**config.mk**
```make
export PLATFORM = sky130hd
export DESIGN_NAME = charger_config_status_regs
export DESIGN_NICKNAME = d
export VERILOG_FILES = /design/src/core/charger_pkg.sv /design/src/core/sync2.sv /design/src/core/charger_config_status_regs.sv
export SDC_FILE = /design/constraint.sdc
export NUM_CORES = 1
export LEC_CHECK = 0
export BUFFER_PORTS_ARGS = -buffer_cell sky130_fd_sc_hd__buf_2
export CORE_UTILIZATION = 50
export DETAILED_ROUTE_END_ITERATION = 10
export GPL_TIMING_DRIVEN = 0
export PLACE_DENSITY_LB_ADDON = 0.3
export SKIP_LAST_GASP = 1
export SLEW_MARGIN = 10
export SYNTH_ARGS = -nofsm -noshare
export SYNTH_HDL_FRONTEND = slang
export SYNTH_SLANG_ARGS = --single-unit
```
**constraint.sdc**
```tcl
create_clock -name mclk -period 6.61 [get_ports mclk]
set_input_delay 0.661 -clock mclk [delete_from_list [all_inputs] [get_ports mclk]]
set_output_delay 0.661 -clock mclk [all_outputs]
set_load 0.02 [all_outputs]
```
**src/core/charger_pkg.sv**
```systemverilog
// Constants, register map and carrier types for the charger register bank
//
// Overview of operation
// - Adapter bit 6 writable, one turns aux regulator off
// - Adapter bit 5 one forces fixed 34mV sense target
// - Adapter bit 4 read-only, shows dedicated adapter detected
// - Adapter bits 2:0 writable adapter input regulation select
// - Safety bit 7 always reads zero
// - Safety bits 6:4 cap effective charge current code
// - Safety bits 3:0 cap effective float voltage code
// - Monitor register at 10h, read-only live status
// - Monitor bit 7 shows termination comparator
// - Monitor bit 6 shows battery voltage comparator
// - Monitor bit 5 shows trickle linear charging active
// - Monitor bit 4 thermal; limits current without high flag
// - Monitor bit 3 zero when charge loop controls
// - Monitor bit 2 zero when input loop controls
// - Monitor bit 1 shows input supply validated
// - Monitor bit 0 shows constant voltage loop control
// - Parameter reset restores adapter default only; safety and interrupt registers kept
package charger_pkg;

	// ----------------------------------------
	// Bus geometry
	// ----------------------------------------
	localparam int          ADDR_W    = 8;
	localparam int          DATA_W    = 32;
	localparam int          IDX_W     = 6;
	localparam int          IDX_LSB   = 2;
	localparam logic [1:0]  RESP_OKAY = 2'h0;
	localparam logic [1:0]  RESP_SLV  = 2'h2;

	// ----------------------------------------
	// Register indices (byte address is four times the index)
	// ----------------------------------------
	localparam logic [IDX_W-1:0] IDX_ADAPTER   = 6'h05;
	localparam logic [IDX_W-1:0] IDX_SAFETY    = 6'h06;
	localparam logic [IDX_W-1:0] IDX_MONITOR   = 6'h10;
	localparam logic [IDX_W-1:0] IDX_IRQ_STAT  = 6'h11;
	localparam logic [IDX_W-1:0] IDX_IRQ_MASK  = 6'h12;
	localparam logic [IDX_W-1:0] IDX_PARAM_CMD = 6'h13;

	// ----------------------------------------
	// Field positions, masks and reset values
	// ----------------------------------------
	localparam int         ADP_AUX_OFF    = 6;
	localparam int         ADP_FIXED_SNS  = 5;
	localparam int         ADP_ACTIVE     = 4;
	localparam int         ADP_DIS_PIN    = 3;
	localparam int         ADP_VREG_LSB   = 0;
	localparam int         ADP_VREG_W     = 3;
	localparam int         PARAM_RST_BIT  = 0;
	localparam logic [7:0] ADP_WR_MASK    = 8'h67;
	localparam logic [7:0] ADP_RESET      = 8'h24;
	localparam logic [7:0] SAFETY_RESET   = 8'h40;
	localparam int         CUR_W          = 3;
	localparam int         VFLOAT_W       = 6;
	localparam int         VCEIL_W        = 4;

	// ----------------------------------------
	// Carrier types
	// ----------------------------------------
	typedef struct packed {
		logic       reserved;
		logic [2:0] charge_current_ceiling;
		logic [3:0] float_voltage_ceiling;
	} safety_t;

	typedef struct packed {
		logic termination_compare;
		logic battery_voltage_compare;
		logic trickle_linear_active;
		logic thermal_regulation;
		logic charge_loop_flag;
		logic input_loop_flag;
		logic input_supply_ok;
		logic constant_voltage_flag;
	} monitor_t;

endpackage : charger_pkg

```
**src/core/sync2.sv**
```systemverilog
// Two flip-flop synchroniser for asynchronous level inputs
`timescale 1ns/1ps
`default_nettype none
module sync2 #(
	parameter int W = 1
) (
	// Clock and reset
	input  wire logic         mclk,
	input  wire logic         rst,
	// Data
	input  wire logic [W-1:0] d,
	output logic      [W-1:0] q
);

	logic [W-1:0] meta_r;

	// First stage feeds only the second
	always_ff @(posedge mclk or posedge rst) begin
		if (rst) begin
			meta_r <= '0;
			q      <= '0;
		end else begin
			meta_r <= d;
			q      <= meta_r;
		end
	end

endmodule : sync2
`default_nettype wire

```
**src/core/charger_config_status_regs.sv**
```systemverilog
// AXI4-Lite register bank for charger adapter, safety and loop monitor registers
//
// The AXI4-Lite interface to the registers is this design's own decision.
`timescale 1ns/1ps
`default_nettype none
module charger_config_status_regs (
	// Clock and reset
	input  wire logic                              mclk,
	input  wire logic                              rst,
	// AXI4-Lite write address
	input  wire logic                              s_axi_awvalid,
	output logic                                   s_axi_awready,
	input  wire logic [charger_pkg::ADDR_W-1:0]    s_axi_awaddr,
	input  wire logic [2:0]                        s_axi_awprot,
	// AXI4-Lite write data
	input  wire logic                              s_axi_wvalid,
	output logic                                   s_axi_wready,
	input  wire logic [charger_pkg::DATA_W-1:0]    s_axi_wdata,
	input  wire logic [3:0]                        s_axi_wstrb,
	// AXI4-Lite write response
	output logic                                   s_axi_bvalid,
	input  wire logic                              s_axi_bready,
	output logic [1:0]                             s_axi_bresp,
	// AXI4-Lite read address
	input  wire logic                              s_axi_arvalid,
	output logic                                   s_axi_arready,
	input  wire logic [charger_pkg::ADDR_W-1:0]    s_axi_araddr,
	input  wire logic [2:0]                        s_axi_arprot,
	// AXI4-Lite read data
	output logic                                   s_axi_rvalid,
	input  wire logic                              s_axi_rready,
	output logic [charger_pkg::DATA_W-1:0]         s_axi_rdata,
	output logic [1:0]                             s_axi_rresp,
	// Analog status, asynchronous
	input  wire charger_pkg::monitor_t             loop_status,
	input  wire logic                              dedicated_adapter_detected,
	input  wire logic                              disable_pin_level,
	input  wire logic                              thermal_high,
	// Programmed settings from the lower register bank
	input  wire logic [charger_pkg::CUR_W-1:0]     charge_current_setting,
	input  wire logic [charger_pkg::VFLOAT_W-1:0]  float_voltage_setting,
	// Controls to the analog loops
	output logic                                   aux_regulator_off,
	output logic                                   fixed_sense_target,
	output logic [charger_pkg::ADP_VREG_W-1:0]     adapter_input_regulation,
	output logic [charger_pkg::CUR_W-1:0]          charge_current_effective,
	output logic [charger_pkg::VFLOAT_W-1:0]       float_voltage_effective,
	output logic                                   thermal_foldback,
	// Interrupt
	output logic                                   irq
);

	// ----------------------------------------
	// Input synchronisers
	// ----------------------------------------
	localparam int MON_W  = $bits(charger_pkg::monitor_t);
	localparam int SYNC_W = MON_W + 3;

	logic [SYNC_W-1:0]     raw_in;
	logic [SYNC_W-1:0]     sync_in;
	charger_pkg::monitor_t mon_s;
	logic                  adapter_s;
	logic                  dis_pin_s;
	logic                  therm_high_s;

	// Pins cross two flops; reads lag a pin by two cycles
	assign raw_in = {thermal_high, disable_pin_level, dedicated_adapter_detected, loop_status};

	sync2 #(
		.W (SYNC_W)
	) u_sync (
		.mclk (mclk),
		.rst  (rst),
		.d    (raw_in),
		.q    (sync_in)
	);

	assign mon_s        = charger_pkg::monitor_t'(sync_in[MON_W-1:0]);
	assign adapter_s    = sync_in[MON_W];
	assign dis_pin_s    = sync_in[MON_W+1];
	assign therm_high_s = sync_in[MON_W+2];

	// ----------------------------------------
	// Write channel state
	// ----------------------------------------
	logic                          aw_held_r, aw_held_nxt;
	logic                          w_held_r, w_held_nxt;
	logic [charger_pkg::IDX_W-1:0] aw_idx_r, aw_idx_nxt;
	logic [7:0]                    w_data_r, w_data_nxt;
	logic                          w_lane_r, w_lane_nxt;
	logic                          bvalid_r, bvalid_nxt;
	logic [1:0]                    bresp_r, bresp_nxt;
	logic                          wr_go;
	logic                          wr_hit;

	// Registers and interrupt state
	logic [7:0]                    adapter_r, adapter_nxt;
	charger_pkg::safety_t          safety_r, safety_nxt;
	logic [7:0]                    irq_stat_r, irq_stat_nxt;
	logic [7:0]                    irq_mask_r, irq_mask_nxt;
	charger_pkg::monitor_t         mon_prev_r;
	logic [7:0]                    mon_event;

	assign wr_go = aw_held_r && w_held_r && !bvalid_r;

	always_comb begin
		unique case (aw_idx_r)
			charger_pkg::IDX_ADAPTER,
			charger_pkg::IDX_SAFETY,
			charger_pkg::IDX_MONITOR,
			charger_pkg::IDX_IRQ_STAT,
			charger_pkg::IDX_IRQ_MASK,
			charger_pkg::IDX_PARAM_CMD: wr_hit = 1'b1;
			default:                    wr_hit = 1'b0;
		endcase
	end

	// Address and data may arrive in either order; each is held until both are in
	always_comb begin
		aw_held_nxt = aw_held_r;
		w_held_nxt  = w_held_r;
		aw_idx_nxt  = aw_idx_r;
		w_data_nxt  = w_data_r;
		w_lane_nxt  = w_lane_r;
		bvalid_nxt  = bvalid_r;
		bresp_nxt   = bresp_r;
		if (s_axi_awvalid && s_axi_awready) begin
			aw_held_nxt = 1'b1;
			aw_idx_nxt  = s_axi_awaddr[charger_pkg::IDX_LSB +: charger_pkg::IDX_W];
		end
		if (s_axi_wvalid && s_axi_wready) begin
			w_held_nxt = 1'b1;
			w_data_nxt = s_axi_wdata[7:0];
			w_lane_nxt = s_axi_wstrb[0];
		end
		if (wr_go) begin
			aw_held_nxt = 1'b0;
			w_held_nxt  = 1'b0;
			bvalid_nxt  = 1'b1;
			bresp_nxt   = wr_hit ? charger_pkg::RESP_OKAY : charger_pkg::RESP_SLV;
		end
		if (bvalid_r && s_axi_bready) begin
			bvalid_nxt = 1'b0;
		end
	end

	always_ff @(posedge mclk or posedge rst) begin
		if (rst) begin
			aw_held_r <= 1'b0;
			w_held_r  <= 1'b0;
			aw_idx_r  <= '0;
			w_data_r  <= 8'h00;
			w_lane_r  <= 1'b0;
			bvalid_r  <= 1'b0;
			bresp_r   <= charger_pkg::RESP_OKAY;
		end else begin
			aw_held_r <= aw_held_nxt;
			w_held_r  <= w_held_nxt;
			aw_idx_r  <= aw_idx_nxt;
			w_data_r  <= w_data_nxt;
			w_lane_r  <= w_lane_nxt;
			bvalid_r  <= bvalid_nxt;
			bresp_r   <= bresp_nxt;
		end
	end

	// ----------------------------------------
	// Register file update
	// ----------------------------------------
	logic wr_en;

	// Lane zero off drops the write, the answer is still OKAY for a mapped index
	assign wr_en     = wr_go && w_lane_r;
	// Either edge of a synced monitor bit is an event
	assign mon_event = mon_s ^ mon_prev_r;

	always_comb begin
		adapter_nxt  = adapter_r;
		safety_nxt   = safety_r;
		irq_mask_nxt = irq_mask_r;
		irq_stat_nxt = irq_stat_r;
		if (wr_en) begin
			unique case (aw_idx_r)
				charger_pkg::IDX_ADAPTER: begin
					// Only bits 6, 5 and 2:0 take the write
					adapter_nxt = w_data_r & charger_pkg::ADP_WR_MASK;
				end
				charger_pkg::IDX_SAFETY: begin
					safety_nxt          = charger_pkg::safety_t'(w_data_r);
					safety_nxt.reserved = 1'b0;
				end
				charger_pkg::IDX_IRQ_MASK: begin
					irq_mask_nxt = w_data_r;
				end
				charger_pkg::IDX_IRQ_STAT: begin
					irq_stat_nxt = irq_stat_r & ~w_data_r;
				end
				charger_pkg::IDX_PARAM_CMD: begin
					// Safety limits survive a parameter reset on purpose
					if (w_data_r[charger_pkg::PARAM_RST_BIT]) begin
						adapter_nxt = charger_pkg::ADP_RESET;
					end
				end
				default: begin
					// Monitor and unmapped writes change nothing
					adapter_nxt = adapter_r;
				end
			endcase
		end
		// A change arriving with a clear still sets its bit
		irq_stat_nxt = irq_stat_nxt | mon_event;
	end

	always_ff @(posedge mclk or posedge rst) begin
		if (rst) begin
			adapter_r  <= charger_pkg::ADP_RESET;
			safety_r   <= charger_pkg::safety_t'(charger_pkg::SAFETY_RESET);
			irq_mask_r <= 8'h00;
			irq_stat_r <= 8'h00;
			mon_prev_r <= charger_pkg::monitor_t'(8'h00);
		end else begin
			adapter_r  <= adapter_nxt;
			safety_r   <= safety_nxt;
			irq_mask_r <= irq_mask_nxt;
			irq_stat_r <= irq_stat_nxt;
			mon_prev_r <= mon_s;
		end
	end

	// ----------------------------------------
	// Read channel
	// ----------------------------------------
	logic                          rvalid_r, rvalid_nxt;
	logic [7:0]                    rdata_r, rdata_nxt;
	logic [1:0]                    rresp_r, rresp_nxt;
	logic [charger_pkg::IDX_W-1:0] ar_idx;
	logic [7:0]                    adapter_view;

	// Data captured at the address take, held until taken
	assign ar_idx = s_axi_araddr[charger_pkg::IDX_LSB +: charger_pkg::IDX_W];

	always_comb begin
		adapter_view                           = adapter_r;
		adapter_view[charger_pkg::ADP_ACTIVE]  = adapter_s;
		adapter_view[charger_pkg::ADP_DIS_PIN] = dis_pin_s;
	end

	always_comb begin
		rvalid_nxt = rvalid_r;
		rdata_nxt  = rdata_r;
		rresp_nxt  = rresp_r;
		if (s_axi_arvalid && s_axi_arready) begin
			rvalid_nxt = 1'b1;
			rresp_nxt  = charger_pkg::RESP_OKAY;
			unique case (ar_idx)
				charger_pkg::IDX_ADAPTER:   rdata_nxt = adapter_view;
				charger_pkg::IDX_SAFETY:    rdata_nxt = safety_r;
				charger_pkg::IDX_MONITOR:   rdata_nxt = mon_s;
				charger_pkg::IDX_IRQ_STAT:  rdata_nxt = irq_stat_r;
				charger_pkg::IDX_IRQ_MASK:  rdata_nxt = irq_mask_r;
				charger_pkg::IDX_PARAM_CMD: rdata_nxt = 8'h00;
				default: begin
					rdata_nxt = 8'h00;
					rresp_nxt = charger_pkg::RESP_SLV;
				end
			endcase
		end else if (rvalid_r && s_axi_rready) begin
			rvalid_nxt = 1'b0;
		end
	end

	always_ff @(posedge mclk or posedge rst) begin
		if (rst) begin
			rvalid_r <= 1'b0;
			rdata_r  <= 8'h00;
			rresp_r  <= charger_pkg::RESP_OKAY;
		end else begin
			rvalid_r <= rvalid_nxt;
			rdata_r  <= rdata_nxt;
			rresp_r  <= rresp_nxt;
		end
	end

	// ----------------------------------------
	// Analog controls and interrupt output
	// ----------------------------------------
	logic [charger_pkg::CUR_W-1:0]    cur_nxt;
	logic [charger_pkg::VFLOAT_W-1:0] vceil_ext;
	logic [charger_pkg::VFLOAT_W-1:0] vflt_nxt;

	// Ceiling code widens with zeros; code order tracks voltage order
	assign vceil_ext = {{(charger_pkg::VFLOAT_W - charger_pkg::VCEIL_W){1'b0}}, safety_r.float_voltage_ceiling};

	// Clamps act on raw codes, one cycle behind the inputs
	always_comb begin
		if (charge_current_setting > safety_r.charge_current_ceiling) begin
			cur_nxt = safety_r.charge_current_ceiling;
		end else begin
			cur_nxt = charge_current_setting;
		end
		if (float_voltage_setting > vceil_ext) begin
			vflt_nxt = vceil_ext;
		end else begin
			vflt_nxt = float_voltage_setting;
		end
	end

	always_ff @(posedge mclk or posedge rst) begin
		if (rst) begin
			aux_regulator_off        <= 1'b0;
			fixed_sense_target       <= 1'b0;
			adapter_input_regulation <= '0;
			charge_current_effective <= '0;
			float_voltage_effective  <= '0;
			thermal_foldback         <= 1'b0;
			irq                      <= 1'b0;
			s_axi_awready            <= 1'b0;
			s_axi_wready             <= 1'b0;
			s_axi_arready            <= 1'b0;
		end else begin
			aux_regulator_off        <= adapter_nxt[charger_pkg::ADP_AUX_OFF];
			fixed_sense_target       <= adapter_nxt[charger_pkg::ADP_FIXED_SNS];
			adapter_input_regulation <= adapter_nxt[charger_pkg::ADP_VREG_LSB +: charger_pkg::ADP_VREG_W];
			charge_current_effective <= cur_nxt;
			float_voltage_effective  <= vflt_nxt;
			thermal_foldback         <= mon_s.thermal_regulation && !therm_high_s;
			// Next-state terms keep irq in step with the status bits
			irq                      <= |(irq_stat_nxt & irq_mask_nxt);
			// Readies fall on a take so no second request slips in
			s_axi_awready            <= !aw_held_nxt && !bvalid_nxt;
			s_axi_wready             <= !w_held_nxt && !bvalid_nxt;
			s_axi_arready            <= !rvalid_nxt;
		end
	end

	// Data above the low byte always reads as zero
	assign s_axi_bvalid = bvalid_r;
	assign s_axi_bresp  = bresp_r;
	assign s_axi_rvalid = rvalid_r;
	assign s_axi_rresp  = rresp_r;
	assign s_axi_rdata  = {{(charger_pkg::DATA_W - 8){1'b0}}, rdata_r};

endmodule : charger_config_status_regs
`default_nettype wire

```
After elaboration in Yosys (flattened, before gate mapping)
Index checks and enable logic that the tools add are counted.
W data, S select, Z words.
- register bits: 111
- logic and storage cells: 100
- output and inout bits: 57
- mux-type cells: 21
- bitwise operators: 5
- equality and inequality tests: 13
- reduce and logical (&&, ||, !) cells: 23
- order comparisons: 2
- operator list (cell ; count):
    $eq A6 B5 Y1 const B ; 8
    $mux W8 ; 5
    $pmux W8 S5 ; 1
    $eq A6 B3 Y1 const B ; 4
    $and A8 B8 Y8 ; 2
    $pmux W8 S2 ; 1
    $reduce_or A6 Y1 ; 2
    $logic_and A1 B1 Y1 ; 11
    $mux W1 ; 9
    $not A8 Y8 ; 1
    $or A8 B8 Y8 ; 1
    $reduce_or A8 Y1 ; 1
    $xor A8 B8 Y8 ; 1
    $mux W7 ; 1
    $gt A6 B4 Y1 ; 1
    $logic_not A1 Y1 ; 6
    $mux W6 ; 1
    $mux W2 ; 2
    $gt A3 B3 Y1 ; 1
    $mux W3 ; 1
    $reduce_and A3 Y1 ; 1
    $ne A2 B2 Y1 const B ; 1
    $reduce_and A2 Y1 ; 1
    $reduce_bool A2 Y1 ; 1

Longest topological paths before layout
Gate-level depths: netlist of run 1.
- word-level depth: 7
- gate-level depth with buffers: 8
- depth with buffers taken out: 8

Cells and area by module
Synthesis of run 1 repeated with hierarchy kept, for this count alone.
- cells, all modules: 323
- area total of the unflattened synthesis: 4246.6 µm²
- by module, submodules not included (module ; times used ; area an instance (µm²) ; cells each):
    charger_config_status_regs ; 1 ; 3692.3 ; 300
    sync2 ; 1 ; 554.3 ; 23

Worst setup path after synthesis of run 1
OpenSTA, ideal clock, no wires.
- path kind: reg2reg
- start point: register bvalid_r, in the netlist s_axi_bvalid
- end point: register irq
- arrival: 1.967 ns
- path slack: 4.517 ns
- cell stages (with the launch flop): 9
- library setup time: 0.126 ns
- path through: dfrtp_1 -> and4b_4 -> buf_6 -> and4b_1 -> buf_6 -> mux2_4 -> a22o_1 -> a221oi_2 -> nand2_1
- RTL lines (what ; RTL line ; text):
    from (decl) ; charger_config_status_regs.sv:91 ; logic bvalid_r, bvalid_nxt;
    from (signal assigned) ; charger_config_status_regs.sv:162 ; bvalid_r <= bvalid_nxt;
    $logic_not A1 Y1 ; charger_config_status_regs.sv:104 ; assign wr_go = aw_held_r && w_held_r && !bvalid_r;
    $logic_and A1 B1 Y1 ; charger_config_status_regs.sv:104 ;
    $logic_and A1 B1 Y1 ; charger_config_status_regs.sv:173 ; assign wr_en = wr_go && w_lane_r;
    $mux W8 ; charger_config_status_regs.sv:182 ; if (wr_en) begin
    net irq_mask_nxt[3] ; charger_config_status_regs.sv:100 ; logic [7:0] irq_mask_r, irq_mask_nxt;
    $and A8 B8 Y8 ; charger_config_status_regs.sv:328 ; irq <= |(irq_stat_nxt & irq_mask_nxt);
    $reduce_or A8 Y1 ; charger_config_status_regs.sv:328 ;
    to (signal assigned) ; charger_config_status_regs.sv:328 ;
    to (decl) ; charger_config_status_regs.sv:50 ; output logic irq
The timed path passes the listed nets, and every way through them passes these cells.
A chain may end at the register's enable or synchronous reset.

Worst setup path in the final report of run 1
- start point: register aw_idx_r[2] in the netlist's numbering
- end point: register irq
- RTL lines (what ; RTL line ; text):
    from (decl) ; charger_config_status_regs.sv:88 ; logic [charger_pkg::IDX_W-1:0] aw_idx_r, aw_idx_nxt;
    from (signal assigned) ; charger_config_status_regs.sv:159 ; aw_idx_r <= aw_idx_nxt;
    $eq A6 B5 Y1 ; charger_config_status_regs.sv:183 ; unique case (aw_idx_r)
    $mux W8 ; charger_config_status_regs.sv:183 ;
    $mux W8 ; charger_config_status_regs.sv:182 ;
    net irq_mask_nxt[3] ; charger_config_status_regs.sv:100 ;
    $and A8 B8 Y8 ; charger_config_status_regs.sv:328 ;
    $reduce_or A8 Y1 ; charger_config_status_regs.sv:328 ;
The timed path passes the listed nets, and every way through them passes these cells.

==> metrics.md, run 1 <==
| Metric | Value |
|---|---|
| Worst path required time | `6860 ps` |
| Avg Inst Size Synth | `12.7 um^2` |
| Status | `finished, final reports clean` |
| Vias per Instance | `5.03` |
| Post-synthesis register bit count | `103` |
| YS warnings | `0` |
| Layout cell share with drive strength beyond 1 | `37.4%` |
| Part of the cycle the worst path needs | `35.8%` |
| TritonCTS sink count | `103` |
| Routability cong. | `0.797` |
| R2R Path End | `irq` |
| Core area | `8260 um^2` |
| Pin count of the biggest net entering global routing | `67` |
| H-tree depth | `3` |
| LEAKAGE | `2.52 nW` |
| Vias | `2840` |
| Clock-pin slew on the worst setup and hold paths | `90 ps` |
| Pins over their slew limit | `0` |
| Max FO, Critical Path | `10` |
| DR pass1 iterations | `5` |
| Number of global-route vias before repair | `2712` |
| Max-cap violations | `0` |
| Area growth syn-to-layout | `19.9%` |
| Crit. Startpoint | `aw_idx_r[2]` |
| Antenna Cells | `0` |
| Routed WL | `8110 um` |
| Syn Inst Count | `338` |
| Worst path depth | `7` |
| Synth top area cells | `dfrtp_1 (58%), mux2_2 (7.3%), buf_4 (4.9%), nand2_1 (3.1%), o21ai_0 (2.9%)` |
| Worst vdd ir | `0.000199 V` |
| Worst-case clock buffer depth | `2` |
| Post-synthesis async set-or-reset flop share | `100%` |
| R2R setup slack | `4240 ps` |
| EDFF count, synth | `0` |
| Reg2Reg Depth | `7` |
| Critical path endpoint category | `flop` |
| Setup Total Neg Slack | `0 ps` |
| Slew at the pin closest to its max-slew limit | `825 ps` |
| Rows | `33` |
| RSZ-0062 raised after global routing | `false` |
| Final core occ | `62.5%` |
| Initial core utilization | `52.2%` |
| Worst-Skew Late Latency | `360 ps` |
| Yosys cell types | `42` |
| Fin. Hold Viols | `0` |
| Post-synthesis sequential area ratio | `59.9%` |
| Pre-CTS setup slack | `4240 ps` |
| Chip width | `94.8 um` |
| Rel. slew slack | `44.8%` |
| Clk_skew | `6.71 ps` |
| Post-route ant nets | `0` |
| Hpwl dp | `5960 um` |
| Startpoint Class | `flop` |
| First-pass GRT wire length | `13100 um` |
| Post-Syn Area | `4310 um^2` |
| Setup crit end | `irq` |
| I/O Buffers | `78` |
| Initial drt markers | `202` |
| Post-cts resize count | `0` |
| Tmin final | `2370 ps` |
| Fmax | `423 MHz` |
| Worst r2r src | `aw_idx_r[2]` |
| Hold WC Path Type | `input port to async pin` |
| Crit Path Class | `flop to flop` |
| Crit path DAT | `2620 ps` |
| Hold_buf cts | `0` |
| CTS tree | `done` |
| Worst path bufs/invs | `1` |
| Top delay family on crit path | `simple AND/OR/NAND/NOR gates` |
| DP Cell Count | `549` |
| Setup Buffers After CTS | `0` |
| Synth Flop Type | `dfrtp_1` |
| Nets | `547` |
| Gr ovfl total | `0` |
| Wirelength per Cell | `14.4 um` |
| Final Setup Violations | `0` |
| Setup slack after layout | `4240 ps` |
| PD cells | `332 nW/um^2` |
| Number of remaining DRC errors | `0` |
| Initial antenna violation count | `0` |
| Inserted Clock Buffers | `9` |
| CP max stage delay | `560 ps` |
| Die area | `8990 um^2` |
| Largest area contributor in the netlist | `dfrtp_1` |
| Num ports | `142` |
| Worst path cell trace | `nor4b_4 -> and4b_1 -> buf_6 -> mux2_4 -> a22o_1 -> a221oi_2 -> nand2_1` |
| Synth top area share | `58.1%` |
| Total track usage | `19.5%` |
| Root Driver | `clkbuf_8` |
| Die height | `94.8 um` |
| Fin cells | `565` |
| Critical path's slowest cell | `nor4b_4` |
-- layout by cell type, fill, tap and decap left out, types with 2 or more instances in the layout --
master      count
mux2_2         28
clkbuf_1        3
a222oi_1        7
nand3_1         3
mux2_4          4
buf_6           2
a31oi_1         2
mux2i_1         9
buf_2          79
nand4_1         4
inv_1          10
nand2_1        36
nor2_1          6
and3_1          2
o21ai_1         2
nand2b_1        3
o21ai_0        25
dfstp_2         3
dfrtp_1       100
clkinvlp_4      2
a21o_1          9
conb_1         28
clkbuf_8       10
a21oi_1         5
nor3_2          2
ha_1            7
clkinv_2        3
buf_4          28
a221oi_2        2
nor2b_1         7
a22o_1          5
xor2_1          8
-- worst min-delay path by stage --
stage          cells past startpoint  slack (ps)          endpoint         startpoint
2_1_floorplan                      0         330       u_sync.q[0]   u_sync.meta_r[0]
3_3_place_gp                       0         330      u_sync.q[10]  u_sync.meta_r[10]
3_5_place_dp                       0         340       u_sync.q[7]   u_sync.meta_r[7]
4_1_cts                            2         330        rdata_r[0]                rst
5_1_grt                            2         360  u_sync.meta_r[8]                rst
6_report                           2         320  u_sync.meta_r[8]                rst
-- kinds of logic after synthesis --
kind of cell	synth area share [%]
mux	10.8
xor+xnor	1.83
flops	59.9
buf+inv	6.83
simple gates	9.21
other cells	0.0871
fa+ha+maj	2.03
compound gates	9.27
-- layout make-up --
class | instances | area [um^2]
Timing Repair Buffer | 79 | 418
Clock inverter | 6 | 60.1
Multi-Input combinational cell | 216 | 1540
Inverter | 11 | 43.8
Tap cell | 105 | 131
Sequential cell | 103 | 2580
Buffer | 35 | 253
Fill cell | 694 | 3090
Clock buffer | 10 | 138
-- power by group --
group	total, W	switching, W	internal [W]
combinational	0.000440	0.000225	0.000215
sequential	0.000883	0.000120	0.000763
clock	0.000389	0.000206	0.000183
total	0.00171	0.000551	0.00116
-- layer usage --
metal | routed length, um | GRT usage [%] | vias up
met5 | 0 | 0 | -
met4 | 138 | 9.22 | 0
met3 | 487 | 2.90 | 13
met2 | 3910 | 31.2 | 108
met1 | 3570 | 26.2 | 1363
li1 | - | - | 1356
-- cell usage after synthesis (all sizes together) (4+ instances only) --
library cell	count
dfrtp	100
nand2	36
buf	32
mux2	32
o21ai	27
inv	11
a21o	9
mux2i	9
xor2	8
a222oi	7
ha	7
nor2b	7
nor2	6
a21oi	5
a22o	5
nand4	4
-- registers in the layout (all words and copies together), names as in the netlist, 3 cells and up --
signal and cells:
irq_stat_r 8, charge_current_effective 3, aw_idx_r 6, irq_mask_r 8
rdata_r 8, adapter_input_regulation 3, u_sync.q 11, adapter_r 3
u_sync.meta_r 11, w_data_r 8, mon_prev_r 8, safety_r 7
float_voltage_effective 6
-- metrics by stage --
step / hold WS (ps) / area [um^2] / total power, W
5_1_grt: 359 / 5160 / 0.00181
3_5_place_dp: 336 / 4970 / 0.00134
2_1_floorplan: 331 / 4410 / 0.00119
4_1_cts: 327 / 5160 / 0.00173
3_3_place_gp: 332 / 4930 / 0.00132
6_report: 320 / 5160 / 0.00171
Note: power is estimated with default switching activity, not from simulation.
==> run 2, diff against run 1 <==
==> constraint.sdc (replaced) <==
create_clock -name mclk -period 2.2 [get_ports mclk]
set_input_delay 0.22 -clock mclk [delete_from_list [all_inputs] [get_ports mclk]]
set_output_delay 0.22 -clock mclk [all_outputs]
set_load 0.02 [all_outputs]
==> metrics.md, run 2 (same netlist as run 1, synthesis figures left out) <==
| Metric | Value |
|---|---|
| Most common cell after layout, fill and taps aside | `dfrtp_1` |
| Part of the cycle the worst path needs | `95.2%` |
| Pin count of the biggest net entering global routing | `40` |
| First-pass GRT wire length | `13500 um` |
| RSZ-0062 raised after global routing | `true` |
| Layout cell share with drive strength beyond 1 | `37.1%` |
| DP Cell Count | `551` |
| Worst path required time | `2440 ps` |
| Startpoint Class | `flop` |
| Inserted Clock Buffers | `9` |
| Root Driver | `clkbuf_8` |
| Initial drt markers | `142` |
| DR pass1 iterations | `4` |
| Initial antenna violation count | `0` |
| Area growth syn-to-layout | `24.9%` |
| PD cells | `996 nW/um^2` |
| Crit. Startpoint | `aw_idx_r[5]` |
| Slew at the pin closest to its max-slew limit | `833 ps` |
| Number of global-route vias before repair | `2822` |
| Status | `finished, final reports clean` |
| LEAKAGE | `2.61 nW` |
| TritonCTS sink count | `103` |
| Fmax | `478 MHz` |
| Total track usage | `19.9%` |
| Antenna Cells | `0` |
| Max-cap violations | `0` |
| Sequential cell area | `2580 um^2` |
| Post-route ant nets | `0` |
| Initial core utilization | `52.2%` |
| Regs by FF count | `u_sync.meta_r x11, u_sync.q x11` |
| Critical path endpoint category | `flop` |
| Core area | `8260 um^2` |
| Pins over their slew limit | `0` |
| H-tree depth | `3` |
| Tmin final | `2090 ps` |
| Rows | `33` |
| Gr ovfl total | `0` |
| Wirelength per Cell | `14.3 um` |
| Worst-Skew Late Latency | `350 ps` |
| Rel. slew slack | `44.3%` |
| Routed WL | `8320 um` |
| Number of remaining DRC errors | `0` |
| Fill cells | `649` |
| Worst Hold Launch | `s_axi_awvalid` |
| Worst vdd ir | `0.000641 V` |
| Fin cells | `582` |
| Post-cts resize count | `0` |
| Placed cell area | `5010 um^2` |
| Final Cell Area | `5380 um^2` |
| Worst-case clock buffer depth | `2` |
| Clk_skew | `6.31 ps` |
| Crit Path Class | `flop to flop` |
| Commonest non-fill, non-tap cells in the layout | `dfrtp_1 (100), buf_2 (79), nand2_1 (36), buf_4 (32)` |
| Hold WC Path Type | `input port to flop` |
| Vias | `2931` |
| Multi-input gate area | `1540 um^2` |
| Setup slack after layout | `107 ps` |
| Die area | `8990 um^2` |
| Chip width | `94.8 um` |
| Pwr Total | `0.00535 W` |
| Routability cong. | `0.813` |
| Num ports | `142` |
| Vias per Instance | `5.04` |
| Pre-CTS setup slack | `-186 ps` |
| Fin. Hold Viols | `0` |
| Worst r2r src | `aw_idx_r[5]` |
| Crit path DAT | `2330 ps` |
| Clock-pin slew on the worst setup and hold paths | `90 ps` |
| I/O Buffers | `78` |
| CTS tree | `done` |
| Final Setup Violations | `0` |
| Hpwl dp | `6040 um` |
| Nets | `564` |
| Die height | `94.8 um` |
| Setup Total Neg Slack | `0 ps` |
| Max FO, Critical Path | `8` |
## run 2: cell count changes in the layout (fill, tap and decap cells not counted), moves of 2 or more
| cell | before | now |
|---|---|---|
| dlygate4sd3_1 | 0 | 12 |
| buf_12 | 0 | 2 |
| clkinv_2 | 3 | 1 |
| buf_4 | 28 | 32 |
## run 2: worst paths after layout
path                       depth (start not counted)       endpoint  slack [ps]
min in group asynchronous                          3    u_sync.q[8]         410
max in group asynchronous                          5   adapter_r[5]        1010
min reg2reg                                        0    u_sync.q[5]         350
max reg2reg                                        7            irq         110
min                                                2  s_axi_awready          70
max                                                7            irq         110
## run 2: routing by layer
layer / GRT usage [%] / up-vias / wire [um] / share of wire, %
met4: 7.70 / 0 / 121 / 1.5
met2: 33.3 / 105 / 4100 / 49
li1: - / 1400 / - / -
met5: 0 / - / 0 / 0
met3: 2.90 / 9 / 453 / 5.4
met1: 26.2 / 1417 / 3650 / 44
## run 2: critical path, cell delays in order, from the launching register on
cell	delay, ps
dfrtp_1	430
nor4b_4	320
and4b_1	240
buf_6	160
mux2_4	320
a22o_1	220
a221oi_2	180
nand2_1	90
## run 2: timing repair
action                                 CTS  global route
endpoints found under the hold margin   29             0
hold buffers                            12             0
setup buffers                            1             3
setup endpoints to repair                1             1
pin swaps                                1             2
## run 2: area by class of cell
| cell class | count | area share, % |
|---|---|---|
| Clock buffer | 11 | 2.82 |
| Sequential cell | 103 | 48.0 |
| Multi-Input combinational cell | 216 | 28.6 |
| Timing Repair Buffer | 97 | 11.3 |
| Tap cell | 105 | 2.44 |
| Inverter | 11 | 0.838 |
| Buffer | 34 | 4.49 |
| Clock inverter | 5 | 1.49 |
## run 2: report_power, final
group	internal (W)	leakage (nW)	total, W	switching [W]
clock	0.000701	0.112	0.00131	0.000614
sequential	0.00229	1.25	0.00266	0.000368
combinational	0.000685	1.25	0.00138	0.000696
## run 2: through the flow
stage	hold slack, ps	utilization, %
floorplan	251	-
global placement	327	59.7
detailed placement	254	60.6
CTS	55.7	65.0
global route	83.7	65.1
finish	65.5	65.1
==> run 3, diff against run 2 <==
--- a/config.mk
+++ b/config.mk
@@ -5,7 +5,8 @@
 export SDC_FILE = /design/constraint.sdc
 export NUM_CORES = 1
 export LEC_CHECK = 0
-export BUFFER_PORTS_ARGS = -buffer_cell sky130_fd_sc_hd__buf_2
+export BUFFER_PORTS_ARGS = -buffer_cell sky130_fd_sc_hd__buf_4
+export CORE_ASPECT_RATIO = 0.75
 export CORE_UTILIZATION = 50
 export DETAILED_ROUTE_END_ITERATION = 10
 export GPL_TIMING_DRIVEN = 0
==> metrics.md, run 3 (same netlist as run 1, synthesis figures left out) <==
| Metric | Value |
|---|---|
| Grt met1 use | `28.5%` |
| Hpwl dp | `6470 um` |
| Most common cell after layout, fill and taps aside | `buf_4` |
| Core area | `8130 um^2` |
| Fmax | `475 MHz` |
| CP max stage delay | `420 ps` |
| Chip width | `109 um` |
| Worst vdd ir | `0.000643 V` |
| Rel. slew slack | `41.2%` |
| Antenna Cells | `0` |
| Inserted Clock Buffers | `9` |
| Regs by FF count | `u_sync.meta_r x11, u_sync.q x11` |
| Post-route ant nets | `0` |
| Critical path's slowest cell | `dfrtp_1` |
| Fin. Hold Viols | `0` |
| Busiest grt layer | `met2` |
| GR Layer Usage met3 | `5.42%` |
| Pre-CTS setup slack | `-160 ps` |
| Commonest non-fill, non-tap cells in the layout | `buf_4 (113), dfrtp_1 (100), nand2_1 (36), mux2_2 (28), conb_1 (28)` |
| Status | `finished, final reports clean` |
| H-tree depth | `3` |
| CTS tree | `done` |
| Layout cell share with drive strength beyond 1 | `37.4%` |
| Worst path cell trace | `nor4b_4 -> and4b_1 -> buf_6 -> mux2_4 -> a22o_1 -> a221oi_2 -> nand2_1` |
| I/O Buffers | `78` |
| Initial drt markers | `142` |
| Max FO, Critical Path | `8` |
| Final Setup Violations | `0` |
| Pins over their slew limit | `0` |
| Clock-pin slew on the worst setup and hold paths | `70 ps` |
| Routability cong. | `0.782` |
| Power share of the clock group | `29.2%` |
| Pwr Total | `0.00587 W` |
| Setup slack after layout | `93.3 ps` |
| Pint | `0.00410 W` |
| DR pass1 iterations | `6` |
| Initial antenna violation count | `0` |
| Switching share of power | `30.1%` |
| Hold WC Path Type | `input port to async pin` |
| Clk_skew | `6.11 ps` |
| Part of the cycle the worst path needs | `95.8%` |
| Gr ovfl total | `0` |
| Critical path endpoint category | `flop` |
| Area growth syn-to-layout | `31.3%` |
| Max-cap violations | `0` |
| Met2 Resource Use GR | `34.3%` |
| Worst-Skew Late Latency | `340 ps` |
| Pin count of the biggest net entering global routing | `40` |
| Crit path DAT | `2320 ps` |
| Num ports | `142` |
| Startpoint Class | `flop` |
| Number of remaining DRC errors | `0` |
| PD cells | `1040 nW/um^2` |
| Initial core utilization | `53.0%` |
| Setup Total Neg Slack | `0 ps` |
| Vias | `2960` |
| Worst-case clock buffer depth | `2` |
| TritonCTS sink count | `103` |
| First-pass GRT wire length | `14200 um` |
| Routed WL | `8910 um` |
| Switch Pwr | `0.00177 W` |
| Rows | `28` |
| Nets | `565` |
| Wirelength per Cell | `15.3 um` |
| Placed cell area | `5170 um^2` |
| Comb power frac | `25.4%` |
| Die area | `8990 um^2` |
| Total track usage | `21.3%` |
| Root Driver | `clkbuf_16` |
| Die height | `82.4 um` |
| Worst path required time | `2420 ps` |
| Final Cell Area | `5660 um^2` |
| Vias per Instance | `5.08` |
| Crit Path Class | `flop to flop` |
| RSZ-0062 raised after global routing | `true` |
| Flop pwr share | `45.4%` |
| Slew at the pin closest to its max-slew limit | `879 ps` |
| Number of global-route vias before repair | `2951` |
| LEAKAGE | `2.71 nW` |
| Tmin final | `2110 ps` |
[run 3: cell types whose count changed in the layout (fill, tap and decap cells not counted)]
cell / change
buf_4: +81
clkbuf_16: +9
o21ai_1: +1
inv_6: +2
clkbuf_8: -10
buf_2: -78
clkinvlp_4: -2
clkinv_4: +1
dlygate4sd3_1: -1
o21ai_0: -1
buf_16: -1
[run 3: repair_timing]
item,4_1_cts,5_1_grt
setup buffers,4,3
hold buffers,11,0
endpoints found under the setup margin,1,5
hold endpoints to repair,11,0
gates resized for setup,0,1
pin swaps,1,2
[run 3: final cells by class]
cell class / instances / area, um^2
clock buffer: 10 / 239
buffer: 34 / 241
inverter: 11 / 45.0
multi-input combinational: 216 / 1540
tap: 105 / 131
clock inverter: 6 / 91.3
timing repair buffer: 98 / 788
sequential: 103 / 2580
fill: 604 / 2470
[run 3: final timing paths]
path / slack [ps] / depth (start not counted) / endpoint / from
setup reg to reg: 90 / 7 / irq / aw_idx_r[5]
max in group asynchronous: 1510 / 3 / safety_r[6] / rst
setup / recovery: 90 / 7 / irq / aw_idx_r[5]
hold / removal: 0.8 / 2 / u_sync.meta_r[8] / rst
min in group mclk: 80 / 2 / s_axi_awready / s_axi_awvalid
hold reg to reg: 350 / 0 / u_sync.q[0] / u_sync.meta_r[0]
[run 3: critical path, delay by kind of cell (launching register included)]
kind / cells / cell delay, ps
compound gates: 2 / 440
buf+inv: 1 / 160
flops: 1 / 420
mux: 1 / 320
simple gates: 3 / 640
[run 3: stage by stage]
stage               std cells  hold slack, ps  util, %
floorplan                 365             251        -
global placement          548             329     63.1
detailed placement        550             330     63.7
CTS                       581            19.1     69.5
global route              583            65.8     69.6
finish                    583           0.758     69.6
[run 3: routing by layer]
layer / vias to the layer above / part of all wire (%)
met5: - / 0
met4: 0 / 1.6
met3: 16 / 7.8
met2: 139 / 46
met1: 1403 / 44
li1: 1402 / -
[run 3: power by group through the flow]
stage / Clock, W / Sequential [W] / Combinational (W)
finish: 0.00171 / 0.00267 / 0.00149
global route: 0.00182 / 0.00271 / 0.00163
CTS: 0.00174 / 0.00266 / 0.00149
detailed placement: 0 / 0.00269 / 0.00144
global placement: 0 / 0.00267 / 0.00138
floorplan: 0 / 0.00270 / 0.000872
